## config.mk

```make
export PLATFORM = sky130hd
export DESIGN_NAME = fsx_exec
export DESIGN_NICKNAME = d
export VERILOG_FILES = /design/src/logic/fsx_pkg.sv /design/src/logic/fsx_decode.sv /design/src/logic/fsx_stack.sv /design/src/logic/fsx_exec.sv
export VERILOG_INCLUDE_DIRS = /design/src /design/src/logic
export SDC_FILE = /design/constraint.sdc
export NUM_CORES = 1
export LEC_CHECK = 0
export BUFFER_PORTS_ARGS = -buffer_cell sky130_fd_sc_hd__buf_2
export CORE_ASPECT_RATIO = 1.4
export CORE_MARGIN = 8
export CORE_UTILIZATION = 57
export CTS_CLUSTER_DIAMETER = 150
export DETAILED_ROUTE_END_ITERATION = 12
export GPL_TIMING_DRIVEN = 0
export PLACE_DENSITY_LB_ADDON = 0.2
export SLEW_MARGIN = 0
export SYNTH_ARGS = -nofsm -noshare
export SYNTH_HDL_FRONTEND = slang
export SYNTH_SLANG_ARGS = --single-unit
```

## constraint.sdc

```tcl
create_clock -name REF_CLK -period 4 [get_ports REF_CLK]
set_input_delay 0.6 -clock REF_CLK [delete_from_list [all_inputs] [get_ports REF_CLK]]
set_output_delay 0.6 -clock REF_CLK [all_outputs]
set_load 0.005 [all_outputs]
```

## src/logic/fsx_params.svh

```systemverilog
/*
  Timing constants and opcode encodings for the subtract, compare and
  miscellaneous floating-point decode block.
  Assumes a single 50 MHz core clock; every count below is in core clocks.
*/
`ifndef FSX_PARAMS_SVH
`define FSX_PARAMS_SVH

// Escape bytes of the floating-point opcode space.
`define FSX_ESC_D8 8'hd8
`define FSX_ESC_D9 8'hd9
`define FSX_ESC_DA 8'hda
`define FSX_ESC_DC 8'hdc
`define FSX_ESC_DD 8'hdd
`define FSX_ESC_DE 8'hde
`define FSX_ESC_DF 8'hdf
`define FSX_WAIT_OP 8'h9b

// Fixed second bytes.
`define FSX_OP_TST 8'he4
`define FSX_OP_XAM 8'he5
`define FSX_OP_EXTRACT 8'hf4
`define FSX_OP_YL2X 8'hf1
`define FSX_OP_YL2XP1 8'hf9
`define FSX_OP_UCOMPP 8'he9
`define FSX_OP_COS 8'hff
`define FSX_OP_SIN 8'hfe
`define FSX_OP_SINCOS 8'hfb
`define FSX_OP_TAN 8'hf2
`define FSX_OP_EXP2M1 8'hf0
`define FSX_OP_ATAN 8'hf3

// Reserved two-byte opcodes; they retire quietly as a short no-op.
`define FSX_RSVD_0 16'hd9d7
`define FSX_RSVD_1 16'hd9e2
`define FSX_RSVD_2 16'hd9e7
`define FSX_RSVD_3 16'hddfc
`define FSX_RSVD_4 16'hded8
`define FSX_RSVD_5 16'hdeda
`define FSX_RSVD_6 16'hdedc
`define FSX_RSVD_7 16'hdedd
`define FSX_RSVD_8 16'hdede
`define FSX_RSVD_9 16'hdffc

// Modrm field positions.
`define FSX_MOD_HI 7
`define FSX_MOD_LO 6
`define FSX_REG_HI 5
`define FSX_REG_LO 3
`define FSX_RM_HI 2
`define FSX_RM_LO 0
`define FSX_MOD_REG 2'h3
`define FSX_REG_SUB 3'h4
`define FSX_REG_SUBR 3'h5
`define FSX_REG_E0 3'h4
`define FSX_REG_E8 3'h5
`define FSX_REG_C8 3'h1

// Cycle counts, least and most.
`define FSX_CY_SUB_MIN 8'h04
`define FSX_CY_SUB_MAX 8'h09
`define FSX_CY_ISUB_MIN 8'h0e
`define FSX_CY_ISUB_MAX 8'h1d
`define FSX_CY_ISUBR16_MAX 8'h1b
`define FSX_CY_CMP 8'h04
`define FSX_CY_WAIT 8'h02
`define FSX_CY_XCH 8'h03
`define FSX_CY_EXT_MIN 8'h0b
`define FSX_CY_EXT_MAX 8'h10
`define FSX_CY_YL2X_MIN 8'h91
`define FSX_CY_YL2X_MAX 8'h9a
`define FSX_CY_YL2XP1_MIN 8'h83
`define FSX_CY_YL2XP1_MAX 8'h85
`define FSX_CY_YL2XP1_FALL 8'haa
`define FSX_CY_ARG_RED 8'h5a
`define FSX_CY_COS_SMALL 8'h8d
`define FSX_CY_COS_MID 8'h5c
`define FSX_CY_SIN_SMALL 8'h51
`define FSX_CY_SIN_MAX 8'h8c
`define FSX_CY_SINCOS 8'h91
`define FSX_CY_TAN 8'h75
`define FSX_CY_EXP2_SMALL 8'h5c
`define FSX_CY_EXP2 8'h5c
`define FSX_CY_ATAN_SMALL 8'h61
`define FSX_CY_ATAN 8'ha1
`define FSX_CY_RSVD 8'h02
`define FSX_CY_UNKNOWN 8'h02

`endif

```

## src/logic/fsx_pkg.sv

```systemverilog
/*
  Types for the floating-point subtract/compare/misc decode block.
  Assumes the constants header is included by the files that need numbers.
*/
package fsx_pkg;

  // Operation class produced by the decoder.
  typedef enum logic [4:0] {
    FSX_NONE, FSX_SUB, FSX_SUBR, FSX_ISUB, FSX_ISUBR, FSX_TST, FSX_UCOM,
    FSX_WAIT, FSX_XAM, FSX_XCH, FSX_EXTRACT, FSX_YL2X, FSX_YL2XP1,
    FSX_COS, FSX_SIN, FSX_SINCOS, FSX_TAN, FSX_EXP2M1, FSX_ATAN, FSX_RSVD
  } fsx_op_t;

  // Sequencer states.
  typedef enum logic [1:0] {
    FSX_IDLE, FSX_BUSY, FSX_HOLD
  } fsx_state_t;

endpackage : fsx_pkg

```

## src/logic/fsx_decode.sv

```systemverilog
/*
  Combinational decoder from opcode bytes to operation class, stack effect,
  destination choice and cycle count.
  Assumes the opcode bytes are stable for the cycle they are presented.
*/
`include "fsx_params.svh"

module fsx_decode
  import fsx_pkg::*;
(
  // Instruction bytes.
  input wire logic [7:0] esc,
  input wire logic [7:0] modrm,
  // Operand range hints from the datapath.
  input wire logic big_arg,
  input wire logic arg_quarter,
  input wire logic arg_half,
  input wire logic in_range,
  // Decoded result.
  output fsx_op_t op,
  output logic [1:0] pops,
  output logic push,
  output logic to_sti,
  output logic mem_int16,
  output logic [7:0] cycles
);

  wire [1:0] md = modrm[`FSX_MOD_HI:`FSX_MOD_LO];
  wire [2:0] rg = modrm[`FSX_REG_HI:`FSX_REG_LO];
  wire is_reg = (md == `FSX_MOD_REG);
  wire [15:0] full = {esc, modrm};
  wire rsvd = (full == `FSX_RSVD_0) || (full == `FSX_RSVD_1) ||
              (full == `FSX_RSVD_2) || (full == `FSX_RSVD_3) ||
              (full == `FSX_RSVD_4) || (full == `FSX_RSVD_5) ||
              (full == `FSX_RSVD_6) || (full == `FSX_RSVD_7) ||
              (full == `FSX_RSVD_8) || (full == `FSX_RSVD_9);
  wire [7:0] trig_extra = big_arg ? `FSX_CY_ARG_RED : 8'h00;

  // Opcode classification; reserved codes win and raise nothing.
  always_comb begin
    op = FSX_NONE;
    pops = 2'h0;
    push = 1'b0;
    to_sti = 1'b0;
    mem_int16 = 1'b0;
    cycles = `FSX_CY_UNKNOWN;
    if (rsvd) begin
      op = FSX_RSVD;
      cycles = `FSX_CY_RSVD;
    end else if (esc == `FSX_WAIT_OP) begin
      op = FSX_WAIT;
      cycles = `FSX_CY_WAIT;
    end else if ((esc == `FSX_ESC_D8 || esc == `FSX_ESC_DC ||
                  esc == `FSX_ESC_DE) && is_reg &&
                 (rg == `FSX_REG_E0 || rg == `FSX_REG_E8)) begin
      // Register forms: DC/DE with reg E8 and D8 with E0 are forward.
      op = ((esc == `FSX_ESC_D8) == (rg == `FSX_REG_E0)) ? FSX_SUB
                                                          : FSX_SUBR;
      to_sti = (esc != `FSX_ESC_D8);
      pops = (esc == `FSX_ESC_DE) ? 2'h1 : 2'h0;
      cycles = `FSX_CY_SUB_MAX;
    end else if ((esc == `FSX_ESC_D8 || esc == `FSX_ESC_DC) && !is_reg &&
                 (rg == `FSX_REG_SUB || rg == `FSX_REG_SUBR)) begin
      op = (rg == `FSX_REG_SUB) ? FSX_SUB : FSX_SUBR;
      cycles = `FSX_CY_SUB_MAX;
    end else if ((esc == `FSX_ESC_DA || esc == `FSX_ESC_DE) && !is_reg &&
                 (rg == `FSX_REG_SUB || rg == `FSX_REG_SUBR)) begin
      op = (rg == `FSX_REG_SUB) ? FSX_ISUB : FSX_ISUBR;
      mem_int16 = (esc == `FSX_ESC_DE);
      cycles = (mem_int16 && rg == `FSX_REG_SUBR) ? `FSX_CY_ISUBR16_MAX
                                                   : `FSX_CY_ISUB_MAX;
    end else if (esc == `FSX_ESC_DD && is_reg &&
                 (rg == `FSX_REG_E0 || rg == `FSX_REG_E8)) begin
      op = FSX_UCOM;
      pops = (rg == `FSX_REG_E8) ? 2'h1 : 2'h0;
      cycles = `FSX_CY_CMP;
    end else if (esc == `FSX_ESC_DA && modrm == `FSX_OP_UCOMPP) begin
      op = FSX_UCOM;
      pops = 2'h2;
      cycles = `FSX_CY_CMP;
    end else if (esc == `FSX_ESC_D9 && is_reg && rg == `FSX_REG_C8) begin
      op = FSX_XCH;
      cycles = `FSX_CY_XCH;
    end else if (esc == `FSX_ESC_D9) begin
      unique case (modrm)
        `FSX_OP_TST: begin
          op = FSX_TST;
          cycles = `FSX_CY_CMP;
        end
        `FSX_OP_XAM: begin
          op = FSX_XAM;
          cycles = `FSX_CY_CMP;
        end
        `FSX_OP_EXTRACT: begin
          op = FSX_EXTRACT;
          push = 1'b1;
          cycles = `FSX_CY_EXT_MAX;
        end
        `FSX_OP_YL2X: begin
          op = FSX_YL2X;
          pops = 2'h1;
          cycles = `FSX_CY_YL2X_MAX;
        end
        `FSX_OP_YL2XP1: begin
          op = FSX_YL2XP1;
          pops = 2'h1;
          cycles = in_range ? `FSX_CY_YL2XP1_MAX
                            : `FSX_CY_YL2XP1_FALL;
        end
        `FSX_OP_COS: begin
          op = FSX_COS;
          cycles = (arg_quarter ? `FSX_CY_COS_SMALL
                   : (arg_half ? `FSX_CY_COS_MID : `FSX_CY_SIN_MAX))
                   + trig_extra;
        end
        `FSX_OP_SIN: begin
          op = FSX_SIN;
          cycles = (arg_quarter ? `FSX_CY_SIN_SMALL : `FSX_CY_SIN_MAX)
                   + trig_extra;
        end
        `FSX_OP_SINCOS: begin
          op = FSX_SINCOS;
          push = 1'b1;
          cycles = `FSX_CY_SINCOS + trig_extra;
        end
        `FSX_OP_TAN: begin
          op = FSX_TAN;
          push = 1'b1;
          cycles = `FSX_CY_TAN + trig_extra;
        end
        `FSX_OP_EXP2M1: begin
          op = FSX_EXP2M1;
          cycles = arg_half ? `FSX_CY_EXP2_SMALL : `FSX_CY_EXP2;
        end
        `FSX_OP_ATAN: begin
          op = FSX_ATAN;
          pops = 2'h1;
          cycles = in_range ? `FSX_CY_ATAN_SMALL : `FSX_CY_ATAN;
        end
        default: begin
          op = FSX_NONE;
        end
      endcase
    end
  end

endmodule : fsx_decode

```

## src/logic/fsx_stack.sv

```systemverilog
/*
  Stack-top pointer of the eight-entry register stack.
  Assumes pops and pushes are applied once, when an operation retires.
*/
`include "fsx_params.svh"

module fsx_stack
  import fsx_pkg::*;
(
  input wire logic clk,
  input wire logic rst,
  input wire logic apply,
  input wire logic [1:0] pops,
  input wire logic push,
  output logic [2:0] top
);

  // Pops add, a push subtracts; popped values are simply abandoned.
  wire [2:0] next_top = top + {1'b0, pops} - {2'h0, push};

  // Pointer update on retire only.
  always_ff @(posedge clk) begin
    if (rst) begin
      top <= 3'h0;
    end else if (apply) begin
      top <= next_top;
    end
  end

endmodule : fsx_stack

```

## src/logic/fsx_exec.sv

```systemverilog
/*
  Decode and timing sequencer for subtract, compare, classify, exchange,
  extract, logarithm and trigonometric floating-point operations.
  Assumes the integer unit presents one opcode with a one-cycle dispatch
  pulse while READY is high; the datapath supplies range hints.
*/
// Summary of operation
// - Forward subtract: register or memory real from top, 4-9 cycles.
// - Subtract-and-pop stores register minus top, then pops, 4-9 cycles.
// - Reverse subtract swaps operand order, 4-9 cycles.
// - Reverse subtract pop: top minus register into register, then pop.
// - Integer subtract of 32/16-bit memory from top, 14-29 cycles.
// - Reversed integer subtract: 32-bit 14-29, 16-bit 14-27 cycles.
// - Compare top with zero sets condition bits in 4 cycles.
// - Unordered compare in 4 cycles, with no, one or two pops.
// - Wait stalls until unit idle, 2 cycles when not stalled.
// - Classify loads condition bits with class of top, 4 cycles.
// - Exchange top with selected register in 3 cycles.
// - Extract exponent then push significand, 11-16 cycles.
// - Y times log2 of top into second register, pop, 145-154 cycles.
// - Log2 plus one variant 131-133 cycles, 170 when out of range.
// - Operand registers resolve against the stack before execution.
// - Pops increment the top pointer, pushes decrement; popped data lost.
// - Trig functions add 90 cycles of reduction for large arguments.
// - Cosine 141 cycles below quarter pi, 92 between quarter and half.
// - Sine 81-82 cycles below quarter pi.
// - Two-to-x-minus-one 92 cycles when top below one half.
// - Partial arctangent 97 cycles when ratio below pi over 32.
// - Ten reserved opcodes raise no exception; results unpredictable.
`include "fsx_params.svh"

module fsx_exec
  import fsx_pkg::*;
(
  // Clock and reset.
  input wire logic REF_CLK,
  input wire logic RST,
  // Dispatch from the integer unit.
  input wire logic DISPATCH,
  input wire logic [7:0] ESC_BYTE,
  input wire logic [7:0] MODRM_BYTE,
  output logic READY,
  // Operand range hints from the datapath.
  input wire logic ARG_BEYOND_REDUCE,
  input wire logic ARG_BELOW_QUARTER_PI,
  input wire logic ARG_BELOW_HALF,
  input wire logic ARG_IN_RANGE,
  // Condition outcome from the datapath, sampled at retire.
  input wire logic [3:0] COND_RESULT,
  // Execution status.
  output logic BUSY,
  output logic DONE,
  output logic [4:0] OP_CLASS,
  output logic [2:0] STACK_TOP,
  output logic [2:0] SRC_INDEX,
  output logic [2:0] DST_INDEX,
  output logic WRITE_STI,
  output logic REVERSED,
  output logic MEM_INT16,
  output logic [3:0] CONDITION_CODE_BITS,
  output logic [7:0] CYCLE_COUNT
);

  fsx_state_t state;
  fsx_op_t dec_op;
  fsx_op_t cur_op;
  logic [1:0] dec_pops;
  logic dec_push;
  logic dec_to_sti;
  logic dec_int16;
  logic [7:0] dec_cycles;
  logic [7:0] remain;
  logic [1:0] cur_pops;
  logic cur_push;
  logic [2:0] top;
  logic [3:0] cc;

  // Opcode decode, including data-dependent timing.
  fsx_decode u_decode (
    .esc(ESC_BYTE),
    .modrm(MODRM_BYTE),
    .big_arg(ARG_BEYOND_REDUCE),
    .arg_quarter(ARG_BELOW_QUARTER_PI),
    .arg_half(ARG_BELOW_HALF),
    .in_range(ARG_IN_RANGE),
    .op(dec_op),
    .pops(dec_pops),
    .push(dec_push),
    .to_sti(dec_to_sti),
    .mem_int16(dec_int16),
    .cycles(dec_cycles)
  );

  // Dispatch and retire strobes.
  wire take = DISPATCH && (state == FSX_IDLE);
  wire last = (state == FSX_BUSY) && (remain == 8'h01);
  wire [2:0] rel = MODRM_BYTE[`FSX_RM_HI:`FSX_RM_LO];
  wire cc_op = (cur_op == FSX_TST) || (cur_op == FSX_UCOM) ||
               (cur_op == FSX_XAM);

  // Pointer moves only at retire, so operands use the old arrangement.
  fsx_stack u_stack (
    .clk(REF_CLK),
    .rst(RST),
    .apply(last),
    .pops(cur_pops),
    .push(cur_push),
    .top(top)
  );

  assign READY = (state == FSX_IDLE);
  assign BUSY = (state != FSX_IDLE);
  assign STACK_TOP = top;
  assign CONDITION_CODE_BITS = cc;

  // Sequencer: the count is loaded at dispatch and runs to the result.
  always_ff @(posedge REF_CLK) begin
    if (RST) begin
      state <= FSX_IDLE;
      remain <= 8'h00;
    end else if (take) begin
      state <= FSX_BUSY;
      remain <= dec_cycles;
    end else if (state == FSX_BUSY) begin
      remain <= remain - 8'h01;
      if (last) begin
        state <= FSX_IDLE;
      end
    end
  end

  // Latched operation details for the datapath.
  always_ff @(posedge REF_CLK) begin
    if (RST) begin
      cur_op <= FSX_NONE;
      cur_pops <= 2'h0;
      cur_push <= 1'b0;
      OP_CLASS <= 5'h00;
      SRC_INDEX <= 3'h0;
      DST_INDEX <= 3'h0;
      WRITE_STI <= 1'b0;
      REVERSED <= 1'b0;
      MEM_INT16 <= 1'b0;
      CYCLE_COUNT <= 8'h00;
    end else if (take) begin
      cur_op <= dec_op;
      cur_pops <= dec_pops;
      cur_push <= dec_push;
      OP_CLASS <= dec_op;
      SRC_INDEX <= top + rel;
      DST_INDEX <= dec_to_sti ? top + rel : top;
      WRITE_STI <= dec_to_sti;
      REVERSED <= (dec_op == FSX_SUBR) || (dec_op == FSX_ISUBR);
      MEM_INT16 <= dec_int16;
      CYCLE_COUNT <= dec_cycles;
    end
  end

  // Condition bits load at retire for compare and classify operations.
  always_ff @(posedge REF_CLK) begin
    if (RST) begin
      cc <= 4'h0;
      DONE <= 1'b0;
    end else begin
      DONE <= last;
      if (last && cc_op) begin
        cc <= COND_RESULT;
      end
    end
  end

endmodule : fsx_exec

```

==> results of run 1 <==
-- kinds of logic (layout without fill, tap and decap cells) --
family,Yosys count,after routing,share of synthesized area [%]
XOR/XNOR,10,10,2.68
flip-flops,42,42,25.7
multiplexers,8,8,2.45
adder cells (fa/ha/maj),12,12,5.28
AO/OA/AOI/OAI,116,116,24.5
buffers and inverters,51,112,8.14
AND/OR/NAND/NOR,198,198,31.2
-- per-stage QoR --
| step | hold WS [ns] | worst slack, ns | utilization [%] |
|---|---|---|---|
| finish | 0.455 | 0.526 | 67.2 |
| CTS | 0.455 | 0.571 | 67.2 |
| detailed placement | 0.444 | 0.271 | 65.6 |
| global placement | 0.435 | 0.278 | 65.6 |
| global route | 0.470 | 0.412 | 67.2 |
| floorplan | 0.436 | 0.865 | - |
-- worst max-delay path: stages --
cell,delay (ns)
buf_2,0.12
buf_2,0.23
buf_4,0.22
buf_4,0.19
xnor2_1,0.13
nand2_1,0.09
nor3_1,0.21
nor2_1,0.06
o21ai_0,0.26
inv_1,0.11
fa_1,0.47
a21o_1,0.17
a21oi_1,0.13
a21oi_1,0.08
or4_1,0.47
a21oi_1,0.16
-- registers in the layout (all words and copies together), names as in the netlist --
name / count
CYCLE_COUNT: 8
remain: 8
cur_op: 5
CONDITION_CODE_BITS: 4
DST_INDEX: 3
SRC_INDEX: 3
u_stack.top: 3
cur_pops: 2
DONE: 1
MEM_INT16: 1
REVERSED: 1
WRITE_STI: 1
cur_push: 1
state: 1
-- layer usage --
metal | global-route usage, % | part of all wire, % | vias to the layer above
li1 | - | - | 1706
met1 | 25.9 | 37 | 1659
met2 | 45.2 | 53 | 147
met3 | 3.83 | 7.0 | 27
met4 | 12.0 | 3.4 | 0
met5 | 0 | 0 | -
-- power by group --
group          internal [µW]  total (µW)  switching, µW
Clock                    139         286            147
Combinational           89.5         235            145
Sequential               436         452           15.2
Total                    665         972            307
-- cells in the mapped netlist (5+ instances only) --
master    instances
nor4_1            9
or3_1             9
xnor2_1           5
nand3_1          17
a21oi_1          40
dfxtp_1          42
nand2b_1         13
ha_1              9
buf_2            12
nor2_1           50
buf_6             6
o21ai_0          13
a211oi_1         11
mux2i_1           8
inv_1            20
xor2_1            5
nor3_1           25
nand2_1          41
clkbuf_1          9
-- cell type report --
class / count / area, µm² / share of cell area, %
Multi-Input combinational cell: 344 / 2170 / 58.3
Sequential cell: 42 / 841 / 22.6
Timing Repair Buffer: 53 / 265 / 7.14
Buffer: 31 / 191 / 5.15
Clock buffer: 7 / 86.3 / 2.32
Tap cell: 68 / 85.1 / 2.29
Inverter: 20 / 75.1 / 2.02
Clock inverter: 1 / 5.00 / 0.135
-- final timing paths --
kind / end / cells after the start
worst max-delay path: CYCLE_COUNT[4]$_SDFFE_PP0P_ / 16
worst min-delay path: CYCLE_COUNT[5]$_SDFFE_PP0P_ / 2
worst max register to register: u_stack.top[2]$_SDFFE_PP0P_ / 9
worst min register to register: CYCLE_COUNT[5]$_SDFFE_PP0P_ / 2
==> impl_metrics.py, run 1 <==
metrics = {
    "run_status": {
        "status": "finished clean",
    },
    "floorplanning": {
        "die_area_um2": 8460,
        "initial_core_util_pct": 59.2,
        "coreArea_um2": 5530,
        "top_level_ports": 59,
        "rows": 32,
        "die_w_um": 80.0,
        "die_h_um": 106,
    },
    "cells_and_area": {
        "final_cell_mix": "buf_2 (65), nor2_1 (50), dfxtp_1 (42)",
        "fillers": 500,
        "areaGrowthSynthToFinish_pct": 13.5,
        "drive_gt1_share_pct": 18.7,
        "instances_no_fill": 566,
        "layout_commonest_cell": "buf_2",
        "final_nets": 536,
        "diodes": 0,
        "stdcell_area_um2": 3710,
    },
    "placement": {
        "port_buffers": 53,
        "dp_cells": 558,
        "dpl_cell_area_um2": 3620,
        "routabilityCongestion": 0.956,
        "place_hpwl_mm": 8.19,
    },
    "logic_synthesis": {
        "yosysUniqueCellTypes": 72,
        "synth.cell_area_um2": 3270,
        "syn_inst": 437,
        "synth_edf_count": 0,
        "synthFlopType": "dfxtp_1",
        "yosysTopAreaCell": "dfxtp_1",
        "ys_ff_latch": 42,
        "synth.area.top_cells": "dfxtp_1 (26%), a21oi_1 (6.1%), nor2_1 (5.7%), nand2_1 (4.7%), nor3_1 (3.8%)",
        "syn_avg_cell_area_um2": 7.49,
        "ys_warn_count": 0,
        "ys_seq_area_share_pct": 25.7,
        "async_flop_share_pct": 0,
        "synth_top_area_share_pct": 25.7,
        "synth_fp_nets": 476,
    },
    "timing": {
        "tns_ns": 0,
        "hold_viol": 0,
        "slew_headroom_pct": 39.5,
        "finalCriticalPeriod_ns": 3.47,
        "period_share_pct": 86.8,
        "max_freq_mhz": 288,
        "worstMarginPinSlew_ns": 0.899,
        "finalMaxSlewViolations": 0,
        "setup_violations": 0,
        "fin_skew_ns": 0.00513,
        "grt_setup_unrepaired": "no",
    },
    "clock_network": {
        "cts_max_level": 2,
        "cts_setup_buffers": 0,
        "cts_hold_buffers": 0,
        "cts_tree": "done",
        "post_cts_resized": 0,
        "numCtsBuffers": 5,
        "cts.sinks": 42,
        "clkTransAtPathRegs_ns": 0.08,
        "clk_path_buf_depth": 2,
        "cts_root_buf": "clkbuf_8",
        "insertion_delay_ns": 0.30,
    },
    "worst_setup_path": {
        "cp.required_ns": 4.24,
        "startpoint": "MODRM_BYTE[3]",
        "rrSetupSlack_ns": 1.91,
        "start_kind": "input pin",
        "critPathCaptureType": "flip-flop",
        "r2r-start": "u_stack.top[0]$_SDFFE_PP0P_",
        "critPathKind": "in -> reg",
        "critPathMaxFanout": 10,
        "arrival_ns": 3.71,
    },
    "global_routing": {
        "grt_start_max_net_pins": 13,
        "grt_pass1_vias": 3510,
        "grt_remaining_overflow": 0,
        "grt_pass1_wl_mm": 17.0,
        "grt_usage_pct": 24.6,
        "antenna_found_initial": 0,
    },
    "pwr": {
        "power_uw": 972,
        "cellPowerDensity_nw_per_um2": 262,
        "leakage_uw": 0.00153,
        "peakVddDrop_v": 0.000166,
    },
    "routing": {
        "drtIter0Drc": 238,
        "postRouteAntennaNets": 0,
        "wl_per_cell_um": 18.8,
        "vias": 3539,
        "routed_via_density": 6.25,
        "route.detailed.drc": 0,
        "firstDrtPassIters": 5,
        "routed_wl_mm": 10.7,
    },
    "worst_hold_path": {
        "hp-start": "CYCLE_COUNT[5]$_SDFFE_PP0P_",
        "hold_class": "reg -> reg",
    },
    "job": {
        "drv_cap": 0,
    },
}
Note: power is estimated with default switching activity, not from simulation.
==> run 2: changes to the inputs <==
ABC_AREA = 1   (was not set)
CORE_UTILIZATION = 56   (was 57)
==> run 2 against run 1 <==
  * Global-route usage fell by 2.2 points
  * Cell count grew 11%
  * Utilization down 1.3 points
  * Non-clock buffer count down 17
  * Flip-flop and latch count did not move
  * Register-to-register slack got worse by 0.07 ns
  * Critical endpoint is now CYCLE_COUNT[7]$_SDFFE_PP0P_
  * Largest cell class unchanged
  * Largest power group unchanged
  * Highest routed layer unchanged
==> impl_metrics.py, run 2 <==
metrics = {
    "run_status": {
        "status": "finished clean",
    },
    "timing": {
        "hold_viol": 0,
        "finalCriticalPeriod_ns": 3.02,
        "finalMaxSlewViolations": 0,
        "fin_skew_ns": 0.00546,
        "slew_headroom_pct": 48.1,
        "worstMarginPinSlew_ns": 0.774,
        "period_share_pct": 75.5,
        "tns_ns": 0,
        "max_freq_mhz": 331,
        "setup_violations": 0,
        "grt_setup_unrepaired": "no",
    },
    "pwr": {
        "cellPowerDensity_nw_per_um2": 270,
        "pwr-share-comb_pct": 18.6,
        "netSwitchingFraction_pct": 28.1,
        "leakage_uw": 0.00181,
        "clkPwrFrac_pct": 35.2,
        "internal-power_uw": 696,
        "seqPwrFrac_pct": 46.2,
        "p_switching_uw": 273,
        "peakVddDrop_v": 0.000146,
        "power_uw": 969,
    },
    "worst_setup_path": {
        "crit_family": "simple AND/OR/NAND/NOR gates",
        "cp_slowest_cell": "fa_1",
        "arrival_ns": 3.24,
        "critPathKind": "in -> reg",
        "cp.required_ns": 4.22,
        "start_kind": "input pin",
        "critPathCaptureType": "flip-flop",
        "worstPathCellList": "buf_2 > nand2_2 > nor2_4 > nand2_1 > nor2_1 > nor2_1 > nand2_1 > inv_1 > nor2_1 > inv_1 > fa_1 > or2_1 > o21bai_2 > nor2_1 > o221ai_2 > nand3_2 > a21oi_1",
        "path_buf_inv": 3,
        "critPathMaxFanout": 6,
        "cpMostUsedCell": "nor2_1",
        "max_stage_delay_ns": 0.41,
    },
    "cells_and_area": {
        "instances_no_fill": 628,
        "final_nets": 599,
        "reg_top3": "CYCLE_COUNT x8, remain x8, cur_op x5",
        "final_cell_mix": "nand2_1 (102), inv_1 (78), nor2_1 (58)",
        "drive_gt1_share_pct": 17.0,
        "layout_commonest_cell": "nand2_1",
        "diodes": 0,
        "areaGrowthSynthToFinish_pct": 15.2,
        "utilization_pct": 65.9,
    },
    "logic_synthesis": {
        "syn_avg_cell_area_um2": 6.26,
        "synth_fp_nets": 537,
        "yosysMostFrequentCell": "nand2_1",
        "yosysUniqueCellTypes": 44,
        "synth.area.top_cells": "dfxtp_1 (27%), nand2_1 (12%), inv_1 (9.4%), nor2_1 (7.0%), a21oi_1 (6.1%)",
        "syn_inst": 498,
        "ys_seq_area_share_pct": 27.0,
        "async_flop_share_pct": 0,
        "yosysTopAreaCell": "dfxtp_1",
        "ys_warn_count": 0,
        "yosys-top-cells-count": "nand2_1 (102), inv_1 (78), nor2_1 (58)",
        "ys_ff_latch": 42,
        "synthFlopType": "dfxtp_1",
        "synth_edf_count": 0,
        "synth_top_area_share_pct": 27.0,
        "synth.cell_area_um2": 3120,
    },
    "routing": {
        "routed_wl_mm": 9.05,
        "route.detailed.drc": 0,
        "routed_via_density": 5.58,
        "postRouteAntennaNets": 0,
        "wl_per_cell_um": 14.4,
        "firstDrtPassIters": 4,
        "drtIter0Drc": 184,
        "vias": 3507,
    },
    "clock_network": {
        "cts_setup_buffers": 0,
        "cts.sinks": 42,
        "clk_path_buf_depth": 2,
        "numCtsBuffers": 5,
        "cts_root_buf": "clkbuf_8",
        "cts_max_level": 2,
        "cts_tree": "done",
        "insertion_delay_ns": 0.30,
        "clkTransAtPathRegs_ns": 0.08,
        "cts_hold_buffers": 0,
        "post_cts_resized": 0,
    },
    "placement": {
        "routabilityCongestion": 0.907,
        "place_hpwl_mm": 7.46,
        "port_buffers": 55,
        "dp_cells": 621,
    },
    "floorplanning": {
        "die_h_um": 104,
        "die_w_um": 79.1,
        "die_area_um2": 8240,
        "initial_core_util_pct": 57.2,
        "coreArea_um2": 5450,
        "top_level_ports": 59,
        "rows": 32,
    },
    "global_routing": {
        "grt_start_max_net_pins": 13,
        "antenna_found_initial": 0,
        "grt_usage_pct": 22.4,
        "grt_remaining_overflow": 0,
        "grt_pass1_wl_mm": 15.2,
        "grt_pass1_vias": 3416,
    },
    "job": {
        "drv_cap": 0,
    },
    "worst_hold_path": {
        "hold_class": "reg -> reg",
    },
}
-- run 2: worst reg2reg max path: cells and delay by family (launching register included) --
family	cells	cell delay, ns
buffers and inverters	5	0.94
AO/OA/AOI/OAI	1	0.24
flip-flops	1	0.31
AND/OR/NAND/NOR	1	0.56
-- run 2: power groups by stage --
stage / clock (µW) / sequential, µW / combinational, µW
after global placement: 0 / 457 / 174
after CTS: 341 / 447 / 180
after global routing: 365 / 450 / 202
after detailed placement: 0 / 457 / 179
final: 341 / 448 / 181
after floorplan: 0 / 456 / 118
-- run 2: area by class of cell --
type | instances | area (µm²)
tap | 68 | 85.1
sequential | 42 | 841
clock buffer | 6 | 82.6
buffer | 12 | 61.3
clock inverter | 1 | 30.0
multi-input combinational | 360 | 1900
inverter | 84 | 318
timing repair buffer | 55 | 275
fill | 549 | 1860
-- run 2: cell families (layout without fill, tap and decap cells) --
group	Yosys count	after routing	synth area share, %
and+or+nand+nor	243	243	35.2
AOI/OAI and AO/OA	99	99	18.4
buffers and inverters	96	158	12.2
DFF	42	42	27.0
adders and majority gates	12	12	5.54
xor gates and xnor gates	6	6	1.69
-- run 2: worst paths after layout --
kind / start / to / slack, ns / depth (start not counted)
setup / recovery: MODRM_BYTE[6] / CYCLE_COUNT[7]$_SDFFE_PP0P_ / 0.98 / 17
hold / removal: CYCLE_COUNT[4]$_SDFFE_PP0P_ / CYCLE_COUNT[4]$_SDFFE_PP0P_ / 0.46 / 2
setup reg to reg: state[0]$_SDFFE_PP0P_ / SRC_INDEX[2]$_SDFFE_PP0P_ / 1.84 / 7
hold reg to reg: CYCLE_COUNT[4]$_SDFFE_PP0P_ / CYCLE_COUNT[4]$_SDFFE_PP0P_ / 0.46 / 2
-- run 2: per-stage QoR --
stage / hold WS [ns] / instance area [µm²] / setup slack, ns
6_report: 0.464 / 3590 / 0.980
5_1_grt: 0.491 / 3590 / 0.763
4_1_cts: 0.465 / 3590 / 1.01
3_5_place_dp: 0.453 / 3480 / 0.707
3_3_place_gp: 0.450 / 3480 / 0.829
2_1_floorplan: 0.449 / 3120 / 1.26
-- run 2: per-layer routing --
| metal | routed length (µm) | part of all wire [%] | up-vias | track usage (%) |
|---|---|---|---|---|
| li1 | - | - | 1745 | - |
| met1 | 3390 | 37 | 1611 | 22.8 |
| met2 | 4900 | 54 | 124 | 41.9 |
| met3 | 463 | 5.1 | 27 | 3.37 |
| met4 | 294 | 3.2 | 0 | 11.0 |
| met5 | 0 | 0 | - | 0 |
